==> src/core/mei_cfg.svh <==
`ifndef MEI_CFG_SVH
`define MEI_CFG_SVH
// ----------------------------------------
// Register offsets
// ----------------------------------------
`define MEI_OFS_STATUS     8'h00
`define MEI_OFS_ENABLE     8'h04
`define MEI_OFS_THRESH     8'h08
`define MEI_OFS_MAC_CONTROL_REGISTER    8'h0C
`define MEI_OFS_DMA_CONTROL_REGISTER    8'h10
`define MEI_OFS_PROGRESS   8'h14
`define MEI_OFS_TXSTAT     8'h18
`define MEI_OFS_REQUEST    8'h1C
`define MEI_OFS_STATBASE   8'h40
// ----------------------------------------
// Indication bit positions
// ----------------------------------------
`define MEI_BIT_SUMMARY    0
`define MEI_BIT_HOSTFAULT  1
`define MEI_BIT_TXDONE     2
`define MEI_BIT_RXDONE     3
`define MEI_BIT_EARLY      4
`define MEI_BIT_HOSTREQ    5
`define MEI_BIT_LINK       6
`define MEI_BIT_TXDMA      7
`define MEI_BIT_RXDMA      8
`define MEI_BIT_CTRLFRM    9
`define MEI_BIT_WARN       10
`define MEI_W1C_MASK       11'h3F1
// ----------------------------------------
// Control fields and resets
// ----------------------------------------
`define MEI_BIT_COUNTEN    0
`define MEI_BIT_EARLYDMA   0
`define MEI_RST_THRESH     16'h0008
`define MEI_MIN_EARLY      16'h0008
`endif

==> src/core/mei_pkg.sv <==
package mei_pkg;
   typedef logic [31:0] mei_word_t;
   typedef enum logic [3:0] {
      MEI_TX_OK, MEI_TX_BCAST, MEI_TX_MCAST, MEI_TX_OCTETS,
      MEI_TX_DEFER, MEI_TX_XSDEFER, MEI_TX_SINGLE, MEI_TX_MULTI,
      MEI_TX_LATE, MEI_TX_XSCOLL, MEI_TX_CARRIER, MEI_RX_OK,
      MEI_RX_BCAST, MEI_RX_MCAST, MEI_RX_OCTETS, MEI_RX_OVERRUN
   } mei_stat_e;
endpackage : mei_pkg

==> src/core/mei_stat_if.sv <==
`timescale 1ns/1ps
`default_nettype none
interface mei_stat_if;
   logic        countEn;
   logic        wrEn;
   logic        rdEn;
   logic [31:0] wrData;
   logic [31:0] value;
   logic        warn;
   logic [15:0] inc;
   modport owner (output countEn, wrEn, rdEn, wrData, inc, input value, warn);
   modport counter (input countEn, wrEn, rdEn, wrData, inc, output value, warn);
endinterface : mei_stat_if
`default_nettype wire

==> src/core/mei_stat_counter.sv <==
`timescale 1ns/1ps
`default_nettype none
module mei_stat_counter #(
   parameter int WIDTH = 16
) (
   input  wire logic   ref_clk,
   input  wire logic   resetn,
   mei_stat_if.counter bus
);
   import mei_pkg::*;
   initial begin
      if (WIDTH < 2 || WIDTH > 32) $error("mei_stat_counter: WIDTH out of range");
   end
   localparam logic [WIDTH-1:0] WARN_LVL = WIDTH'((64'(3) << WIDTH) / 64'(4));
   logic [WIDTH-1:0] count_r;
   logic [WIDTH-1:0] count_nxt;
   logic [WIDTH-1:0] addend;
   // Read clears; write adds; counting only while enabled [RL16] [RL17]
   assign addend    = bus.wrEn ? bus.wrData[WIDTH-1:0] : (bus.countEn ? WIDTH'(bus.inc) : '0);
   // An event in the read cycle lands in the cleared counter, so no count is lost
   assign count_nxt = (bus.rdEn ? '0 : count_r) + addend;
   assign bus.value = 32'(count_r);
   assign bus.warn  = count_r >= WARN_LVL; // [RL18]
   always_ff @(posedge ref_clk) begin
      if (!resetn) count_r <= '0;
      else count_r <= count_nxt;
   end
   property p_read_clears;
      @(posedge ref_clk) disable iff (!resetn)
         bus.rdEn && !bus.wrEn |=> count_r == ($past(bus.countEn) ? WIDTH'($past(bus.inc)) : '0);
   endproperty
   a_read_clears: assert property (p_read_clears) else $error("read did not clear"); // [RL17]
   property p_hold_disabled;
      @(posedge ref_clk) disable iff (!resetn)
         (!bus.countEn && !bus.wrEn && !bus.rdEn) |=> $stable(count_r);
   endproperty
   a_hold_disabled: assert property (p_hold_disabled) else $error("counted while off"); // [RL16]
endmodule : mei_stat_counter
`default_nettype wire

==> src/core/mei_event_top.sv <==
// Contract
// RL1 - Early indication once bytes exceed threshold
// RL2 - Early indication once per head frame
// RL3 - Host programs threshold at least 0x08
// RL4 - No early indication before 8 bytes
// RL5 - Early DMA start once threshold reached
// RL6 - Short frame gives receive-done only
// RL7 - Receive-done clears early indication
// RL8 - Host disables done only with early
// RL9 - Progress register reports bytes moved
// RL10 - Ten indications gated by enable mask
// RL11 - Summary bit set on any interrupt
// RL12 - Summary bit cleared by writing one
// RL13 - Six indications cleared by writing one
// RL14 - Receive-done clears itself automatically
// RL15 - Transmit status write clears transmit-done
// RL16 - Sixteen counters count only when enabled
// RL17 - Read clears, write adds to counter
// RL18 - Warning at 75 percent, read acknowledges
// RL19 - Transmit good, bcast, mcast, octet counts
// RL20 - Collision and excess-collision counts
// RL21 - Deferral and carrier-loss counts
// RL22 - Receive good counts and overrun drops
// RL23 - Interrupt follows enabled set indications
`include "mei_cfg.svh"
`timescale 1ns/1ps
`default_nettype none
module mei_event_top (
   input  wire logic                ref_clk,
   input  wire logic                resetn,
   input  wire logic [7:0]          regAddr,
   input  wire logic [31:0]         regWrData,
   input  wire logic                regWrEn,
   input  wire logic                regRdEn,
   output logic [31:0]              regRdData,
   output logic                     interruptOut,
   output logic                     earlyDmaStart,
   input  wire logic                rxByte,
   input  wire logic                rxFrameEnd,
   input  wire logic                rxFrameHead,
   input  wire logic                rxDmaByte,
   input  wire logic                rxDmaNewDesc,
   input  wire logic                hostFaultEvt,
   input  wire logic                hostFaultReset,
   input  wire logic                txDoneEvt,
   input  wire logic                linkEvt,
   input  wire logic                txDmaEvt,
   input  wire logic                rxDmaEvt,
   input  wire logic                ctrlFrameEvt,
   input  wire mei_pkg::mei_word_t  statEvents
);
   import mei_pkg::*;
   localparam int NCNT = 16;

   // ----------------------------------------
   // Register decode
   // ----------------------------------------
   function automatic logic hit(input logic [7:0] a, input logic [7:0] ofs);
      hit = (a == ofs);
   endfunction : hit

   wire wrStatus   = regWrEn && hit(regAddr, `MEI_OFS_STATUS);
   wire wrEnable   = regWrEn && hit(regAddr, `MEI_OFS_ENABLE);
   wire wrThresh   = regWrEn && hit(regAddr, `MEI_OFS_THRESH);
   wire wrMacCtrl  = regWrEn && hit(regAddr, `MEI_OFS_MAC_CONTROL_REGISTER);
   wire wrDmaCtrl  = regWrEn && hit(regAddr, `MEI_OFS_DMA_CONTROL_REGISTER);
   wire wrTxStat   = regWrEn && hit(regAddr, `MEI_OFS_TXSTAT);
   wire wrRequest  = regWrEn && hit(regAddr, `MEI_OFS_REQUEST) && regWrData[0];
   wire statSpace  = regAddr[7:6] == 2'(`MEI_OFS_STATBASE >> 6);
   wire [3:0] statIdx = regAddr[5:2];

   // ----------------------------------------
   // Control registers
   // ----------------------------------------
   logic [10:0] enable_r;
   logic [15:0] thresh_r;
   logic        countEn_r;
   logic        earlyDmaEn_r;
   // Interrupt sees a mask write in the same cycle as the status it gates
   wire  [10:0] enableNxt = wrEnable ? regWrData[10:0] : enable_r;
   always_ff @(posedge ref_clk) begin
      if (!resetn) begin
         enable_r     <= '0;
         thresh_r     <= `MEI_RST_THRESH;
         countEn_r    <= 1'b0;
         earlyDmaEn_r <= 1'b0;
      end else begin
         if (wrEnable) enable_r <= regWrData[10:0];
         if (wrThresh) thresh_r <= regWrData[15:0];
         if (wrMacCtrl) countEn_r <= regWrData[`MEI_BIT_COUNTEN];
         if (wrDmaCtrl) earlyDmaEn_r <= regWrData[`MEI_BIT_EARLYDMA];
      end
   end

   // ----------------------------------------
   // Receive byte tracking
   // ----------------------------------------
   logic [15:0] rxCount_r;
   logic        earlyDone_r;
   logic [15:0] progress_r;
   wire  [15:0] rxCountNow = rxCount_r + 16'(rxByte);
   // Never below 8 bytes, since address filtering needs them [RL4]
   wire         pastMin    = rxCountNow >= `MEI_MIN_EARLY;
   wire         overThresh = rxCountNow > thresh_r && pastMin; // [RL1]
   // A frame ending in the same cycle gets receive-done instead [RL6]
   wire earlyFire = overThresh && !earlyDone_r && rxFrameHead && !rxFrameEnd // [RL2]
                    && enable_r[`MEI_BIT_EARLY];
   wire dmaEligible = earlyDmaEn_r && rxCountNow >= thresh_r && pastMin; // [RL5]

   always_ff @(posedge ref_clk) begin
      if (!resetn || rxFrameEnd) begin
         rxCount_r   <= '0;
         earlyDone_r <= 1'b0;
      end else begin
         rxCount_r   <= rxCountNow;
         if (earlyFire) earlyDone_r <= 1'b1; // [RL2]
      end
   end

   always_ff @(posedge ref_clk) begin
      if (!resetn || rxDmaNewDesc) progress_r <= '0;
      else if (rxDmaByte) progress_r <= progress_r + 16'h0001; // [RL9]
   end

   // ----------------------------------------
   // Statistics counters
   // ----------------------------------------
   logic [NCNT-1:0] warnVec;
   logic [31:0]     cntVal [NCNT];
   logic [15:0]     incs   [NCNT];
   // Octet counters take a byte count per frame; others count single events
   always_comb begin
      for (int k = 0; k < NCNT; k++) incs[k] = 16'(statEvents[k]); // [RL19] [RL20] [RL21] [RL22]
      incs[MEI_TX_OCTETS] = statEvents[MEI_TX_OCTETS] ? 16'h05EE : 16'h0000;
      incs[MEI_RX_OCTETS] = statEvents[MEI_RX_OCTETS] ? 16'h05EE : 16'h0000;
   end

   generate
      for (genvar g = 0; g < NCNT; g++) begin : g_cnt
         localparam int W = (g == MEI_TX_OCTETS || g == MEI_RX_OCTETS) ? 32 : 16;
         mei_stat_if sif ();
         assign sif.countEn = countEn_r; // [RL16]
         assign sif.wrEn    = regWrEn && statSpace && statIdx == 4'(g); // [RL17]
         assign sif.rdEn    = regRdEn && statSpace && statIdx == 4'(g);
         assign sif.wrData  = regWrData;
         assign sif.inc     = incs[g];
         assign cntVal[g]   = sif.value;
         assign warnVec[g]  = sif.warn;
         mei_stat_counter #(.WIDTH(W)) u_cnt (
            .ref_clk (ref_clk),
            .resetn  (resetn),
            .bus     (sif)
         );
      end
   endgenerate

   // ----------------------------------------
   // Indication status
   // ----------------------------------------
   logic [10:0] status_r;
   logic [10:0] setVec;
   logic [10:0] clrVec;
   logic [10:0] status_nxt;
   // Every frame end reports receive-done; only early needs the head frame
   wire  rxDoneSet  = rxFrameEnd; // [RL6]
   wire  anyIrq     = |(status_r[10:1] & enable_r[10:1]);
   assign setVec = {|warnVec, ctrlFrameEvt, rxDmaEvt, txDmaEvt, linkEvt, wrRequest,
                    earlyFire, rxDoneSet, txDoneEvt, hostFaultEvt, anyIrq}; // [RL11]
   // Write-one clears on the summary and the six event bits [RL12] [RL13]
   wire  [10:0] w1c = wrStatus ? (regWrData[10:0] & `MEI_W1C_MASK) : 11'h000;
   always_comb begin
      clrVec = w1c;
      clrVec[`MEI_BIT_TXDONE]    = wrTxStat; // [RL15]
      clrVec[`MEI_BIT_HOSTFAULT] = hostFaultReset;
      // Counter warning drops once no counter sits at or above its warning level
      clrVec[`MEI_BIT_WARN]      = !(|warnVec); // [RL18]
      // Receive-done self-clears when the host reads status [RL14]
      clrVec[`MEI_BIT_RXDONE]    = regRdEn && hit(regAddr, `MEI_OFS_STATUS);
      // Set wins over clear for every bit
      status_nxt = (status_r & ~clrVec) | setVec;
      if (rxDoneSet) status_nxt[`MEI_BIT_EARLY] = 1'b0; // [RL7]
   end
   always_ff @(posedge ref_clk) begin
      if (!resetn) status_r <= '0;
      else status_r <= status_nxt;
   end

   // ----------------------------------------
   // Read mux and outputs
   // ----------------------------------------
   logic [31:0] rdMux;
   always_comb begin
      rdMux = 32'h0000_0000;
      if (statSpace) rdMux = cntVal[statIdx];
      else case (regAddr)
         `MEI_OFS_STATUS:   rdMux = 32'(status_r);
         `MEI_OFS_ENABLE:   rdMux = 32'(enable_r);
         `MEI_OFS_THRESH:   rdMux = 32'(thresh_r);
         `MEI_OFS_MAC_CONTROL_REGISTER:  rdMux = 32'(countEn_r);
         `MEI_OFS_DMA_CONTROL_REGISTER:  rdMux = 32'(earlyDmaEn_r);
         `MEI_OFS_PROGRESS: rdMux = 32'(progress_r);
         default:           rdMux = 32'h0000_0000;
      endcase
   end
   always_ff @(posedge ref_clk) begin
      if (!resetn) begin
         regRdData     <= '0;
         interruptOut  <= 1'b0;
         earlyDmaStart <= 1'b0;
      end else begin
         regRdData     <= regRdEn ? rdMux : 32'h0000_0000;
         interruptOut  <= |(status_nxt[10:1] & enableNxt[10:1]); // [RL10] [RL23]
         earlyDmaStart <= dmaEligible;
      end
   end

   // ----------------------------------------
   // Checks
   // ----------------------------------------
   property p_mutex;
      @(posedge ref_clk) disable iff (!resetn)
         !(status_r[`MEI_BIT_EARLY] && status_r[`MEI_BIT_RXDONE] && $past(rxDoneSet));
   endproperty
   a_mutex: assert property (p_mutex) else $error("early and done both set"); // [RL7]
   property p_min8;
      @(posedge ref_clk) disable iff (!resetn) earlyFire |-> rxCountNow >= 16'h0008;
   endproperty
   a_min8: assert property (p_min8) else $error("early before 8 bytes"); // [RL4]
   property p_once;
      @(posedge ref_clk) disable iff (!resetn) earlyFire |=> !earlyFire || $past(rxFrameEnd);
   endproperty
   a_once: assert property (p_once) else $error("early twice"); // [RL2]
   property p_irq;
      @(posedge ref_clk) disable iff (!resetn)
         |(status_r[10:1] & enable_r[10:1]) |-> interruptOut || $past(!resetn);
   endproperty
   a_irq: assert property (p_irq) else $error("interrupt missing"); // [RL23]
   property p_summary;
      @(posedge ref_clk) disable iff (!resetn) interruptOut |=> status_r[0];
   endproperty
   a_summary: assert property (p_summary) else $error("summary not set"); // [RL11]
   property p_txclr;
      @(posedge ref_clk) disable iff (!resetn) wrTxStat && !txDoneEvt |=> !status_r[2];
   endproperty
   a_txclr: assert property (p_txclr) else $error("tx done not cleared"); // [RL15]
   property p_rdclr;
      @(posedge ref_clk) disable iff (!resetn)
         regRdEn && hit(regAddr, `MEI_OFS_STATUS) && !rxDoneSet |=> !status_r[3];
   endproperty
   a_rdclr: assert property (p_rdclr) else $error("rx done stayed"); // [RL14]
   property p_sumhold;
      @(posedge ref_clk) disable iff (!resetn) status_r[0] && !wrStatus |=> status_r[0];
   endproperty
   a_sumhold: assert property (p_sumhold) else $error("summary dropped"); // [RL12]

   // ----------------------------------------
   // Checks on receive path and acknowledges
   // ----------------------------------------
   property p_early_set;
      @(posedge ref_clk) disable iff (!resetn)
         earlyFire |=> status_r[4];
   endproperty
   a_early_set: assert property (p_early_set) else $error("early not set"); // [RL1]

   property p_early_head;
      @(posedge ref_clk) disable iff (!resetn)
         !rxFrameHead && !status_r[4] |=> !status_r[4];
   endproperty
   a_early_head: assert property (p_early_head) else $error("early off head"); // [RL2]

   property p_dma_gate;
      @(posedge ref_clk) disable iff (!resetn)
         earlyDmaStart |-> $past(earlyDmaEn_r);
   endproperty
   a_dma_gate: assert property (p_dma_gate) else $error("dma start not enabled"); // [RL5]

   property p_dma_min;
      @(posedge ref_clk) disable iff (!resetn)
         earlyDmaStart |-> $past(rxCountNow) >= 16'h0008;
   endproperty
   a_dma_min: assert property (p_dma_min) else $error("dma start before 8 bytes"); // [RL4]

   property p_end_early;
      @(posedge ref_clk) disable iff (!resetn)
         rxFrameEnd |=> !status_r[4];
   endproperty
   a_end_early: assert property (p_end_early) else $error("early kept at end"); // [RL7]

   property p_done_set;
      @(posedge ref_clk) disable iff (!resetn)
         rxFrameEnd |=> status_r[3];
   endproperty
   a_done_set: assert property (p_done_set) else $error("rx done not set"); // [RL6]

   property p_masked;
      @(posedge ref_clk) disable iff (!resetn)
         interruptOut |-> |(status_r[10:1] & enable_r[10:1]);
   endproperty
   a_masked: assert property (p_masked) else $error("masked interrupt"); // [RL10]

   property p_req_hold;
      @(posedge ref_clk) disable iff (!resetn)
         status_r[5] && !wrStatus |=> status_r[5];
   endproperty
   a_req_hold: assert property (p_req_hold) else $error("request dropped"); // [RL13]

   property p_link_w1c;
      @(posedge ref_clk) disable iff (!resetn)
         wrStatus && regWrData[6] && !linkEvt |=> !status_r[6];
   endproperty
   a_link_w1c: assert property (p_link_w1c) else $error("link not cleared"); // [RL13]

   property p_fault_clr;
      @(posedge ref_clk) disable iff (!resetn)
         hostFaultReset && !hostFaultEvt |=> !status_r[1];
   endproperty
   a_fault_clr: assert property (p_fault_clr) else $error("fault not cleared"); // [RL15]

   property p_tx_hold;
      @(posedge ref_clk) disable iff (!resetn)
         status_r[2] && !wrTxStat |=> status_r[2];
   endproperty
   a_tx_hold: assert property (p_tx_hold) else $error("tx done dropped"); // [RL15]

   property p_warn_set;
      @(posedge ref_clk) disable iff (!resetn)
         |warnVec |=> status_r[10];
   endproperty
   a_warn_set: assert property (p_warn_set) else $error("warning not set"); // [RL18]

   property p_prog_inc;
      @(posedge ref_clk) disable iff (!resetn)
         rxDmaByte && !rxDmaNewDesc |=> progress_r == $past(progress_r) + 16'h0001;
   endproperty
   a_prog_inc: assert property (p_prog_inc) else $error("progress not counted"); // [RL9]

   property p_prog_clr;
      @(posedge ref_clk) disable iff (!resetn)
         rxDmaNewDesc |=> progress_r == 16'h0000;
   endproperty
   a_prog_clr: assert property (p_prog_clr) else $error("progress not cleared"); // [RL9]
endmodule : mei_event_top
`default_nettype wire

==> config.mk <==
export PLATFORM = sky130hd
export DESIGN_NAME = mei_event_top
export DESIGN_NICKNAME = d
export VERILOG_FILES = /design/src/core/mei_pkg.sv /design/src/core/mei_stat_if.sv /design/src/core/mei_stat_counter.sv /design/src/core/mei_event_top.sv
export VERILOG_INCLUDE_DIRS = /design/src /design/src/core
export SDC_FILE = /design/constraint.sdc
export NUM_CORES = 2
export LEC_CHECK = 0
export BUFFER_PORTS_ARGS = -buffer_cell sky130_fd_sc_hd__buf_2
export CAP_MARGIN = 15
export CORE_MARGIN = 2
export CORE_UTILIZATION = 50
export DETAILED_ROUTE_END_ITERATION = 8
export GPL_TIMING_DRIVEN = 0
export PLACE_DENSITY = 0.74
export REMOVE_ABC_BUFFERS = 1
export SKIP_CTS_REPAIR_TIMING = 1
export SLEW_MARGIN = 20
export SYNTH_ARGS = -nofsm -noshare
export SYNTH_HDL_FRONTEND = slang
export SYNTH_SLANG_ARGS = --single-unit
==> constraint.sdc <==
create_clock -name ref_clk -period 11.3 [get_ports ref_clk]
set_clock_uncertainty 0.05 [all_clocks]
set_input_delay 1.695 -clock ref_clk [delete_from_list [all_inputs] [get_ports ref_clk]]
set_output_delay 1.695 -clock ref_clk [all_outputs]
set_load 0.05 [all_outputs]
==> summary.txt <==
Clocking
  – TritonCTS clock tree: yes
  – Depth of the CTS H-tree: 2
  – CTS root buf: clkbuf_16
  – Clock Path Buffers: 3
  – Clk slew on worst S/H paths: 0.06 ns
  – CTS Sinks: 395
  – Inserted Clock Buffers: 48
  – Clk Latency, worst-skew pair: 0.62 ns

Yosys
  – Post-synth top cells: 395 x dfxtp_1, 331 x nor2_1, 314 x and2_1
  – Synth area leader: dfxtp_1
  – Async set-reset flop share out of synthesis: 0%
  – Seq cells post-synth: 395
  – Gate Count Post-Synth: 3654
  – Area contributors post-synth: dfxtp_1 26%, ha_1 12%, and2_1 6.5%
  – Count leader, synth: dfxtp_1
  – Synth unique cells: 69
  – Syn avg cell area: 8.22 µm²
  – Yosys warnings: 0
  – Post-Syn Area: 30100 µm²
  – Top-area cell type share of the netlist area: 26.3%
  – Register area share after synthesis: 26.3%
  – Ys flop type: dfxtp_1
  – Post-synth EDFFs: 0

Timing
  – Max frequency: 0.140 GHz
  – Setup TNS: 0 ns
  – Fin crit share: 63.4%
  – Headroom to the max-slew limit: 22.8%
  – Final Hold Viols: 0
  – Slew @ Worst Pin: 1.16 ns
  – Min Tclk post-route: 7.16 ns
  – RSZ-0062 raised after global routing: false
  – # setup viols final: 0
  – Slew Limit Fails: 0

Floorplanning
  – Die Y: 249 µm
  – Core Area: 59200 µm²
  – Die width: 249 µm
  – Die Area: 62100 µm²
  – IO Count: 122
  – Starting density of the core: 50.7%
  – Row count: 89

Route
  – Drt first pass iters: 6
  – Vias: 27000
  – Remaining antenna violation count after routing: 0
  – WL/cell: 19.8 µm
  – DRT Wirelength: 88700 µm
  – Drt drc: 0
  – Vias per inst: 6.03
  – Iteration-0 DRC Markers: 2557

Finish
  – Area delta synth->final: 9.40%
  – Fin nets: 4049
  – Share of layout cells above drive strength 1: 8.58%

Setup path
  – Worst Path Required: 11.78 ns
  – CP max FO: 48
  – CP endpoint kind: flip-flop
  – Arr. time, crit path: 7.64 ns
  – CP startpoint kind: input port
  – CP Class: input port to flip-flop

Placed design
  – Gpl congestion: 0.903
  – Buffers on Ports: 105
  – Post-DP HPWL: 62400 µm

GRT
  – Initial antenna violation count: 8
  – First-pass GRT wire length: 139000 µm
  – Grt ovf: 0
  – Vias in the first global route: 25300
  – Largest net degree at the start of global routing: 115
  – GRT Util Overall: 27.9%

Worst hold path
  – Hold WC Path Type: flip-flop to flip-flop

Power and ir drop
  – Power Density: 99.0 nW/µm²
  – Worst vdd ir: 0.0908 mV
  – Final Total Pwr: 3260 µW
  – Leak: 0.0150 µW

Flow run
  – Max-Cap Viols: 0

Status
  – Status: completed
cell families after synthesis:
family	Yosys count	synth area share, %
flops	395	26.3
simple gates	1575	27.1
fa+ha+maj	307	13.2
xor+xnor	202	5.89
buf+inv	283	3.57
mux	121	7.37
compound gates	771	16.6
sequential cells by signal, summed over array words and instances, names as in the netlist:
name                   cells
earlyDmaEn_r               1
progress_r                16
interruptOut               1
earlyDone_r                1
g_cnt.u_cnt.bus.value     64
enable_r                  11
thresh_r                  16
regRdData                 32
status_r                  11
countEn_r                  1
g_cnt.u_cnt.count_r      224
earlyDmaStart              1
rxCount_r                 16
path summary, 6_finish.rpt:
kind              depth (start not counted)        start                       endpoint  slack (ns)
hold / removal                            2  earlyDone_r                    earlyDone_r        0.41
hold reg to reg                           2  earlyDone_r                    earlyDone_r        0.41
setup / recovery                         17   regAddr[3]   g_cnt[3].u_cnt.bus.value[29]        4.14
setup reg to reg                         12    countEn_r  g_cnt[14].u_cnt.bus.value[30]        7.02
routing by layer:
metal	global-route usage [%]	vias to the layer above	wire (µm)
met1	37.2	12800	37800
met5	0	-	16
met4	12.2	2	3900
met3	5.26	205	8180
li1	-	12900	-
met2	43.9	1045	38800
per-stage QoR:
| step | area, µm² | hold slack, ns | util, % | setup WS, ns | cells |
|---|---|---|---|---|---|
| 2_1_floorplan | 29400 | 0.376 | - | 5.29 | 3491 |
| 3_5_place_dp | 31200 | 0.392 | 52.6 | 3.80 | 4377 |
| 4_1_cts | 32900 | 0.406 | 55.5 | 4.42 | 4466 |
| 5_1_grt | 32900 | 0.441 | 55.5 | 3.88 | 4467 |
| 3_3_place_gp | 30900 | 0.383 | 52.2 | 0.404 | 4369 |
| 6_report | 32900 | 0.409 | 55.5 | 4.14 | 4469 |
cells in the final DEF, fill, tap and decap left out, types with 66 or more instances in the layout:
cell type	n
a21oi_1	226
xnor2_1	66
nor3_1	76
xor2_1	136
nor2b_1	242
nand3_1	71
buf_2	102
nand2_1	302
mux4_2	80
and2_1	313
o21ai_0	112
a21o_1	81
dfxtp_1	394
nor2_1	324
inv_1	119
ha_1	291
report_power, final:
group	switching, µW	internal, µW
clock	669	1000
combinational	127	50.4
sequential	6.57	1400
critical path, cell delays in order:
cell and delay [ns]:
buf_4 0.36, buf_16 0.34, nand2_1 0.67, nor2_4 0.64, buf_16 0.23, and2_1 0.39, nor2_1 0.24, a21o_1 0.21
ha_1 0.25, a2111oi_0 0.57, o31a_1 0.33, o21a_1 0.14, o211ai_1 0.16, o311ai_1 0.53, a31oi_1 0.27, o31ai_1 0.31
mux2i_1 0.22
final cells by class:
cell class | instances | area (µm²)
tap | 773 | 967
sequential | 395 | 7910
inverter | 120 | 458
clock inverter | 24 | 323
timing repair buffer | 113 | 746
clock buffer | 65 | 1360
antenna | 3 | 7.51
fill | 5397 | 26400
multi-input combinational | 2976 | 21100
Note: power is estimated with default switching activity, not from simulation.
